**src/shared/lincfg_regs.vh**
```
/*
 * Constants for the two LIN channel configuration registers: SPI frame
 * layout, register addresses, field positions, encodings and reset values.
 * Assumes it is included by bare name from the design files.
 */
`ifndef LINCFG_REGS_VH
`define LINCFG_REGS_VH

// SPI frame layout.
`define LINCFG_FRAME_BITS      5'h1_0
`define LINCFG_CMD_MSB         15
`define LINCFG_CMD_LSB         14
`define LINCFG_ADDR_MSB        13
`define LINCFG_ADDR_LSB        9
`define LINCFG_CMD_WRITE       2'h1
`define LINCFG_ADDR_CH1        5'h1_3
`define LINCFG_ADDR_CH2        5'h1_4
`define LINCFG_DATA_MSB        7
`define LINCFG_DATA_LSB        0

// Field positions inside a channel register.
`define LINCFG_MODE_MSB        7
`define LINCFG_MODE_LSB        6
`define LINCFG_SLEW_MSB        5
`define LINCFG_SLEW_LSB        4
`define LINCFG_TERM_BIT        2
`define LINCFG_LOWSUP_BIT      0

// Mode encodings.
`define LINCFG_MODE_OFF        2'h0
`define LINCFG_MODE_UNUSED     2'h1
`define LINCFG_MODE_WAKE       2'h2
`define LINCFG_MODE_TXRX       2'h3

// Slew classes.
`define LINCFG_SLEW_20K        2'h0
`define LINCFG_SLEW_10K        2'h1

// Writable bits and reset value.
`define LINCFG_WR_MASK         8'hF5
`define LINCFG_RESET           8'h00

// Idle levels of the synchronised pins, sclk in bit 0 up to supply low in bit 6:
// chip select high and both transmit inputs recessive, all others low.
`define LINCFG_SYNC_IDLE       7'h1A

`endif

```
**src/lincfg_sync.v**
```verilog
/*
 * Two flip-flop synchroniser for a vector of asynchronous levels.
 * Assumes clock_i is the block clock and resetn_i is asynchronous, active low.
 * RESET_VAL gives the idle level of each input, so that the release of reset
 * never shows a level change that did not happen on the pin.
 */
`timescale 1ns/1ps

module lincfg_sync #(
    parameter             WIDTH     = 1,
    parameter [WIDTH-1:0] RESET_VAL = {WIDTH{1'b0}}
) (
    // Clock, reset and enable.
    input  wire             clock_i,
    input  wire             resetn_i,
    input  wire             enable_i,
    // Levels.
    input  wire [WIDTH-1:0] async_i,
    output wire [WIDTH-1:0] sync_o
);

    reg [WIDTH-1:0] stage1_q;
    reg [WIDTH-1:0] stage2_q;

    // First stage feeds only the second stage.
    always @(posedge clock_i or negedge resetn_i) begin
        if (!resetn_i) begin
            stage1_q <= RESET_VAL;
            stage2_q <= RESET_VAL;
        end else if (enable_i) begin
            stage1_q <= async_i;
            stage2_q <= stage1_q;
        end
    end

    assign sync_o = stage2_q;

endmodule

```
**src/lincfg_top.v**
```verilog
/*
 * LIN channel configuration registers written over a 16-bit SPI command.
 * The SPI clock is sampled and its edges found on clock_i; chip select,
 * MOSI and both transmit inputs are synchronised first. Assumes SPI mode 0
 * (data sampled on rising sclk), MSB first, chip select active low, and an
 * sclk much slower than clock_i.
 * Assumes sclk and chip select each stay high and low for at least three
 * clock_i cycles, and chip select stays high for at least three cycles
 * between frames.
 * Each synchroniser resets to the idle level of its pin, so no false sclk or
 * chip select edge and no dominant transmit level is seen after reset.
 * A frame commits only when chip select rises after sixteen or more sclk
 * rises; a longer frame keeps its last sixteen bits. The bit between address
 * and data is not checked, and nothing is read back on the serial link.
 * While enable_i is low every flip-flop holds, the synchronisers included,
 * so a frame sent in that time is lost.
 */
`timescale 1ns/1ps
`include "lincfg_regs.vh"

module lincfg_top (
    // Clock, reset, enable.
    input  wire       clock_i,
    input  wire       resetn_i,
    input  wire       enable_i,
    // SPI slave pins.
    input  wire       spi_sclk_i,
    input  wire       spi_csn_i,
    input  wire       spi_mosi_i,
    // Channel transmit inputs, low is dominant.
    input  wire       txd_ch1_i,
    input  wire       txd_ch2_i,
    // Supply and regulator state.
    input  wire       supply_low_i,
    input  wire       transceiver_regulator_on_i,
    // Register contents.
    output reg  [7:0] lin_channel_one_config_o,
    output reg  [7:0] lin_channel_two_config_o,
    // Decoded channel controls.
    output reg  [1:0] txrx_enable_o,
    output reg  [1:0] wake_enable_o,
    output reg  [1:0] fast_slew_o,
    output reg  [1:0] slew_10k_o,
    output reg  [1:0] termination_enable_o,
    output reg  [1:0] force_recessive_o
);

    ////////////////////////////////////////////////////////////////////////
    // Input synchronisation.

    // Bit positions of the pins inside the synchroniser vector.
    localparam SYNC_SCLK   = 0;
    localparam SYNC_CSN    = 1;
    localparam SYNC_MOSI   = 2;
    localparam SYNC_TXD1   = 3;
    localparam SYNC_TXD2   = 4;
    localparam SYNC_REGON  = 5;
    localparam SYNC_SUPLOW = 6;
    localparam SYNC_WIDTH  = 7;

    wire [SYNC_WIDTH-1:0] pins_w;
    wire [SYNC_WIDTH-1:0] sync_w;

    // Gather the asynchronous pins in the order of the positions above.
    assign pins_w = {supply_low_i, transceiver_regulator_on_i, txd_ch2_i, txd_ch1_i,
                     spi_mosi_i, spi_csn_i, spi_sclk_i};

    // Two flip-flops per pin, reset to the idle levels so that neither an edge
    // nor a dominant transmit level is seen just after reset.
    lincfg_sync #(
        .WIDTH     (SYNC_WIDTH),
        .RESET_VAL (`LINCFG_SYNC_IDLE)
    ) u_sync (
        .clock_i  (clock_i),
        .resetn_i (resetn_i),
        .enable_i (enable_i),
        .async_i  (pins_w),
        .sync_o   (sync_w)
    );

    // Synchronised levels, each read only after its second flip-flop.
    wire       sclk_w   = sync_w[SYNC_SCLK];
    wire       csn_w    = sync_w[SYNC_CSN];
    wire       mosi_w   = sync_w[SYNC_MOSI];
    wire [1:0] txd_w    = {sync_w[SYNC_TXD2], sync_w[SYNC_TXD1]};
    wire       regon_w  = sync_w[SYNC_REGON];
    wire       suplow_w = sync_w[SYNC_SUPLOW];

    ////////////////////////////////////////////////////////////////////////
    // SPI shift register.

    reg        sclk_q;
    reg        csn_q;
    reg [15:0] shift_q;
    reg [4:0]  count_q;

    // Edge detectors on the synchronised levels. Their history flip-flops
    // reset to the idle levels, sclk low and chip select high, so that the
    // release of reset is never taken for an edge.
    wire sclk_rise_w = sclk_w & ~sclk_q;
    wire csn_rise_w  = csn_w & ~csn_q;

    // Shift MOSI on each sampled rising sclk edge while selected.
    // The bit count stops at sixteen, so a longer frame keeps its last
    // sixteen bits; chip select high clears the count for the next frame.
    always @(posedge clock_i or negedge resetn_i) begin
        if (!resetn_i) begin
            sclk_q  <= 1'b0;
            csn_q   <= 1'b1;
            shift_q <= 16'h0000;
            count_q <= 5'h0_0;
        end else if (enable_i) begin
            sclk_q <= sclk_w;
            csn_q  <= csn_w;
            if (csn_w) begin
                count_q <= 5'h0_0;
            end else if (sclk_rise_w) begin
                shift_q <= {shift_q[14:0], mosi_w};
                if (count_q != `LINCFG_FRAME_BITS) begin
                    count_q <= count_q + 5'h0_1;
                end
            end
        end
    end

    ////////////////////////////////////////////////////////////////////////
    // Frame decode.

    // A frame commits at the edge where the synchronised chip select is seen
    // rising, about three clock cycles after the pin itself rises.

    // Command prefix, register address and data byte of the shifted frame.
    // The bit between address and data is not checked.
    wire [1:0] cmd_w  = shift_q[`LINCFG_CMD_MSB:`LINCFG_CMD_LSB];
    wire [4:0] addr_w = shift_q[`LINCFG_ADDR_MSB:`LINCFG_ADDR_LSB];
    wire [7:0] data_w = shift_q[`LINCFG_DATA_MSB:`LINCFG_DATA_LSB];

    wire frame_ok_w = csn_rise_w && (count_q == `LINCFG_FRAME_BITS) &&
                      (cmd_w == `LINCFG_CMD_WRITE);
    // Address match.
    // One write strobe per register address.
    wire [1:0] wr_w;
    assign wr_w[0] = frame_ok_w && (addr_w == `LINCFG_ADDR_CH1);
    assign wr_w[1] = frame_ok_w && (addr_w == `LINCFG_ADDR_CH2);

    ////////////////////////////////////////////////////////////////////////
    // Channel registers and decoded controls.

    wire [7:0] wdata_w = data_w & `LINCFG_WR_MASK;

    // One stored byte per channel, addressed by the channel index.
    reg  [7:0] cfg_q [0:1];

    // Per channel: refusal of transmit/receive, the stored byte and its decode.
    genvar ch;
    generate
        for (ch = 0; ch < 2; ch = ch + 1) begin : g_ch
            wire [1:0] req_mode_w = wdata_w[`LINCFG_MODE_MSB:`LINCFG_MODE_LSB];
            wire [1:0] cur_mode_w = cfg_q[ch][`LINCFG_MODE_MSB:`LINCFG_MODE_LSB];
            wire [1:0] cur_slew_w = cfg_q[ch][`LINCFG_SLEW_MSB:`LINCFG_SLEW_LSB];
            // Refuse transmit/receive on dominant.
            // The transmit level is the synchronised one at the commit edge; a
            // refused request leaves the channel disabled, the other bits still land.
            wire       refuse_w = (req_mode_w == `LINCFG_MODE_TXRX) && !txd_w[ch];
            wire [1:0] mode_w = refuse_w ? `LINCFG_MODE_OFF : req_mode_w;

            always @(posedge clock_i or negedge resetn_i) begin
                if (!resetn_i) begin
                    cfg_q[ch] <= `LINCFG_RESET;
                end else if (enable_i && wr_w[ch]) begin
                    cfg_q[ch] <= {mode_w, wdata_w[`LINCFG_SLEW_MSB:`LINCFG_LOWSUP_BIT]};
                end
            end

            // Decoded controls registered from the stored configuration, one
            // cycle after a write, so that every output comes from a flip-flop.
            always @(posedge clock_i or negedge resetn_i) begin
                if (!resetn_i) begin
                    txrx_enable_o[ch]        <= 1'b0;
                    wake_enable_o[ch]        <= 1'b0;
                    fast_slew_o[ch]          <= 1'b0;
                    slew_10k_o[ch]           <= 1'b0;
                    termination_enable_o[ch] <= 1'b0;
                    force_recessive_o[ch]    <= 1'b0;
                end else if (enable_i) begin
                    // Mode decode.
                    // Transmit/receive also waits for the regulator to be on.
                    txrx_enable_o[ch] <= (cur_mode_w == `LINCFG_MODE_TXRX) && regon_w;
                    wake_enable_o[ch] <= (cur_mode_w == `LINCFG_MODE_WAKE);
                    // Slew decode.
                    // Either code with bit 5 set selects the fast class.
                    fast_slew_o[ch]   <= cfg_q[ch][`LINCFG_SLEW_MSB];
                    slew_10k_o[ch]    <= (cur_slew_w == `LINCFG_SLEW_10K);
                    termination_enable_o[ch] <= cfg_q[ch][`LINCFG_TERM_BIT];
                    // Low supply behaviour; regulator off stops the channel.
                    // With the extension bit set only the regulator turning off silences it.
                    force_recessive_o[ch] <= !regon_w ||
                                             (suplow_w && !cfg_q[ch][`LINCFG_LOWSUP_BIT]);
                end
            end
        end
    endgenerate

    // Register contents straight from the channel flip-flops.
    always @* begin
        lin_channel_one_config_o = cfg_q[0];
        lin_channel_two_config_o = cfg_q[1];
    end

endmodule

```
**config.mk**
```make
export PLATFORM = sky130hd
export DESIGN_NAME = lincfg_top
export DESIGN_NICKNAME = d
export VERILOG_FILES = /design/src/lincfg_sync.v /design/src/lincfg_top.v
export VERILOG_INCLUDE_DIRS = /design/src /design/src/shared
export SDC_FILE = /design/constraint.sdc
export NUM_CORES = 1
export LEC_CHECK = 0
export ABC_CLOCK_PERIOD_IN_PS = 4100
export BUFFER_PORTS_ARGS = -buffer_cell sky130_fd_sc_hd__buf_4
export CORE_MARGIN = 1.5
export CORE_UTILIZATION = 55
export DETAILED_ROUTE_END_ITERATION = 10
export GPL_TIMING_DRIVEN = 0
export PLACE_DENSITY_LB_ADDON = 0.1
export SYNTH_ARGS = -nofsm -noshare
export SYNTH_HDL_FRONTEND = slang
export SYNTH_SLANG_ARGS = --single-unit
```
**constraint.sdc**
```tcl
create_clock -name clock_i -period 4.1 [get_ports clock_i]
set_input_delay 0.615 -clock clock_i [delete_from_list [all_inputs] [get_ports clock_i]]
set_output_delay 0.615 -clock clock_i [all_outputs]
set_load 0.05 [all_outputs]
```
Word level (Yosys, flattened, before mapping)
Index checks and enable logic that the tools add are counted.

Input bits: 10. Output and inout bits: 28. Logic and storage cells: 66. Register bits after elaboration: 61.

Bitwise logic cells: 5. Reduce and logical (&&, ||, !) cells: 23. Mux-type cells: 5. Add/subtract/negate cells: 1. Equality and inequality tests: 12.

Operator list (number): 5-bit == test (second input constant) (3); 5-bit 2-to-1 mux (3); 1-bit logical AND (12); 2-bit == test (second input constant) (5); 2-bit by 1-bit == test with 1-bit output (second input constant) (3); 3-bit AND reduction (2); 5-bit by 1-bit adder with 5-bit output (second input constant) (1); 1-bit zero test (5); 5-bit != test (second input constant) (1); 2-bit 2-to-1 mux (2); 2-bit nonzero test (2); 1-bit NOT (3); 1-bit AND (2); 1-bit logical OR (2).

Longest topological paths before layout
Depth in word-level cells: 6. Mapped depth: 5. Gate-level depth less buffers: 5.

Modules after synthesis
Synthesis repeated with hierarchy kept, for this count alone.

Cell total of the unflattened synthesis: 179. Area, all modules: 2580.0 um^2.

Modules (own cells, without submodules): lincfg_top (instances 1, area an instance 2053.2 um^2, cells an instance 150, sequential area each 1177.4 um^2); lincfg_sync (instances 1, area an instance 526.8 um^2, cells an instance 29, sequential area each 357.8 um^2).

Worst setup path after synthesis
OpenSTA, ideal clock, no wires.

Path kind: in2reg. From: in enable_i. To: reg shift_q[0]. Setup slack: 2238 ps. Data arrival time: 1737 ps. Stages on the path: 5. Path through: buf_2 -> nand3b_1 -> nor2_2 -> buf_4 -> mux2_2.

Cells in the longest elaborated chain, start to end: 1.

Ends and longest elaborated chain: start, declared (RTL line lincfg_top.v:25) `input wire enable_i,`; 3-bit AND reduction (no line); end signal, assigned (RTL line lincfg_top.v:118) `shift_q <= {shift_q[14:0], mosi_w};`; end, declared (RTL line lincfg_top.v:94) `reg [15:0] shift_q;`.

No other way between the ends. A chain may end at the register's enable or synchronous reset.

Worst setup path in the final report
From: reg count_q[0]. To: reg cfg_q (netlist bit lin_channel_one_config_o[4]).

Cells in the longest elaborated chain, start to end: 5.

Ends and longest elaborated chain: start, declared (RTL line lincfg_top.v:95) `reg [4:0] count_q;`; start signal, assigned (RTL line lincfg_top.v:120) `count_q <= count_q + 5'h0_1;`; 5-bit == test (no line); 1-bit logical AND (2 in a row) (RTL line lincfg_top.v:138) `` wire frame_ok_w = csn_rise_w && (count_q == `LINCFG_FRAME_BITS) && ``; 1-bit logical AND (RTL line lincfg_top.v:143) `` assign wr_w[0] = frame_ok_w && (addr_w == `LINCFG_ADDR_CH1); ``; 1-bit logical AND (RTL line lincfg_top.v:170) `end else if (enable_i && wr_w[ch]) begin`; end signal, assigned by index (RTL line lincfg_top.v:169) `` cfg_q[ch] <= `LINCFG_RESET; ``; end signal, assigned by index (RTL line lincfg_top.v:171) `` cfg_q[ch] <= {mode_w, wdata_w[`LINCFG_SLEW_MSB:`LINCFG_LOWSUP_BIT]}; ``; end, declared (RTL line lincfg_top.v:152) `reg [7:0] cfg_q [0:1];`.

No other way between the ends.

==> results.md <==
- Status: finished, violations left
- Failing checks: design-rule violations
- FFs w/ async S/R, synth: 100.0%
- CP top delay family: simple AND/OR/NAND/NOR gates
- Synth Area in Adders: 0.9718%
- Power per Cell Area: 459.4 mW/mm2
- Clock share of power: 39.8%
- CP Launch Type: register
- Comb pwr share: 10.3%
- Slew HR: 50.87%
- Min Tclk post-route: 2007 ps
- Synth top area share: 52.48%
- Worst IR Drop VDD: 0.2995 mV
- CP Cell Sequence: inv_1 > ha_1 > nand4bb_2 > nor4_4 > mux2_2
- CTS tree: done
- Synth cell count leaders: dfrtp_1, mux2_2, inv_1, nand2_1
- Layout cells sized above 1: 46.25%
- Clock Sinks: 61
- Number of global-route vias before repair: 1582
- Fin crit share: 48.94%
- Synth Register Bits: 61
- Final Hold Fails: 0
- Part of the power in registers: 49.9%
- Ant. Diodes: 0
- Clock buffer depth: 2
- Synth cell types: 35
- Die H: 71.43 um
- Initial Util: 57.94%
- Switching Share: 24.75%
- Final Net Count: 247
- First-pass GRT wire length: 7.514 mm
- Hold Crit Class: in2async
- Reg-to-Reg Start: count_q[0]$_DFFE_PN0P_
- Worst-margin pin slew: 737.0 ps
- CTS resizes: 0
- Post-Route WL: 4.471 mm
- Global route overflow: 0
- Vias/cell: 5.517
- H-tree levels: 3
- Cell Int Power: 1074 uW
- Top cells by area, synth: dfrtp_1, mux2_2, dfstp_2
- # DRC: 5
- P_leak: 0.001489 uW
- Synth area leader: dfrtp_1
- Syn avg cell area: 13.62 um2
- Post-synthesis sequential area ratio: 59.62%
- Worst Path Required: 4320 ps
- Post-route ant nets: 0
- Largest net degree at the start of global routing: 62
- Post-Synth XOR/XNOR Area: 0%
- Detailed Routing Iterations Pass 1: 7
- Number of flops mapped to enable cells by yosys: 0
- Peak per-stage delay on the critical path: 580 ps
- Worst R2R Path Depth: 5
- Slowest CP cell: nor4_4
- Most frequent cell after synthesis: dfrtp_1
- Max_cap viols: 0
- Worst r2r dst: lin_channel_one_config_o[4]$_DFFE_PN0P_
- Dpl ws: 1995 ps
- Core area: 0.004444 mm2
- Drt initial violations: 67
- Clock root buffer: clkbuf_8
- Overall Power: 1427 uW
- CP Max Fanout: 6
- DP HPWL: 3.061 mm
- Critical path class: reg2reg
- PortBufs: 32
- Syn Inst Count: 189
- I/O pins: 38
- PnR worst setup slack: 2093 ps
- Bufs and invs on worst path: 1
- Clock Pin Slew Worst Setup and Hold Paths: 70 ps
- Design area: 0.003105 mm2
- Post-DP Area: 0.002892 mm2
- Layout area overhead: 20.60%
- Rows: 24
- Fmax: 498.4 MHz
- Mux contribution to synthesized area: 19.68%
- Die span in x: 71.43 um
- GRT Total Usage: 19.77%
- Post-CTS setup buffer count: 0
- Synth Area in Compound Gates: 6.560%
- DR vias: 1611
- Sw Pwr: 353.1 uW
- Crit path capture type: register
- CTS buffer count: 9
- Worst skew pair latency: 340 ps
- Filler Cell Count: 312
- Main combinational cell family by area after synthesis: multiplexers
- RSZ-0062 raised after global routing: false
- Stages on the worst setup path: 5
- Routed length per instance: 15.31 um
- Sum Neg Setup Slack: 0 ps
- Reg2Reg Setup Slack: 2090 ps
- Warnings, synthesis: 0
- CP arrival: 2230 ps
- Global placer's final weighted congestion: 0.7484
- Fraction of the mapped netlist area in simple logic gates: 8.746%
- Die area: 0.005102 mm2
- Final Setup Violations: 0
- Mapped Area: 0.002575 mm2
- Final Max Tran Viols: 0
- Clock skew: 8.185 ps
- CTS Hold Bufs: 0
- Most used DFF post-synth: dfrtp_1
- Antenna violations before repair: 0
[worst max path at each step]
stage / from / endpoint / slack, ps
after CTS: count_q[0]$_DFFE_PN0P_ / lin_channel_one_config_o[4]$_DFFE_PN0P_ / 2080
after global placement: enable_i / shift_q[1]$_DFFE_PN0P_ / 2040
after floorplan: enable_i / shift_q[0]$_DFFE_PN0P_ / 2240
after detailed placement: enable_i / shift_q[13]$_DFFE_PN0P_ / 2000
after global routing: count_q[0]$_DFFE_PN0P_ / lin_channel_one_config_o[4]$_DFFE_PN0P_ / 1960
final: count_q[0]$_DFFE_PN0P_ / lin_channel_one_config_o[4]$_DFFE_PN0P_ / 2090
[cells in the final DEF (no fill, tap or decap), types with 3 or more instances in the layout]
cell      instances
a21boi_0          4
buf_4            37
clkbuf_1          5
clkbuf_8          9
clkinv_2          3
conb_1            4
dfrtp_1          54
dfstp_2           7
inv_1            13
mux2_2           45
nand2_1           8
nand3_1           3
nand3b_1          3
o21ai_0           7
o22ai_1           5
[sequential cells by signal, summed over array words and instances, names as in the netlist]
name,cells
shift_q,16
u_sync.stage1_q,7
u_sync.sync_o,7
lin_channel_one_config_o,6
lin_channel_two_config_o,6
count_q,5
fast_slew_o,2
force_recessive_o,2
slew_10k_o,2
termination_enable_o,2
txrx_enable_o,2
wake_enable_o,2
csn_q,1
sclk_q,1
[stage by stage]
step	hold WS, ps	std cells	util (%)
after floorplan	319.4	192	-
after global placement	475.9	276	65.06
after detailed placement	490.4	276	65.06
after CTS	360.0	292	69.88
after global routing	394.4	292	69.88
final	329.2	292	69.88
[cells by family after synthesis]
logic type | Yosys count
flip-flops | 61
adder cells (fa/ha/maj) | 2
other | 1
AND/OR/NAND/NOR | 31
buffers and inverters | 24
multiplexers | 45
AO/OA/AOI/OAI | 25
[cell type report]
type	instances	area, um2	share of cell area, %
flip-flops and latches	61	1535	49.44
clock inverters	7	90.09	2.901
well taps	52	65.06	2.095
clock buffers	9	123.9	3.989
repair buffers	32	240.2	7.736
inverters	13	48.80	1.571
multi-input cells	107	940.9	30.30
plain buffers	11	61.31	1.974
[power by group through the flow]
stage | clock, uW | sequential, uW | combinational (uW)
after CTS | 582 | 711 | 150
final | 567 | 712 | 148
after global placement | 0 | 716 | 143
after detailed placement | 0 | 723 | 150
after floorplan | 0 | 715 | 101
after global routing | 613 | 720 | 164
[per-layer routing]
metal  global-route usage, %  vias to the layer above  routed length, um
li1                        -                      753                  -
met1                   25.79                      813               2023
met5                       0                        -                  0
met4                   9.615                        0                 80
met3                   5.485                        8                199
met2                   30.74                       37               2167
[worst register-to-register path: cells and delay by family, from the launching register on]
family / cells / cell delay [ps]
DFF: 1 / 440
and+or+nand+nor: 2 / 800
adders and majority gates: 1 / 180
muxes: 1 / 400
buffers and inverters: 1 / 80
(Power assumes the default switching activity.)
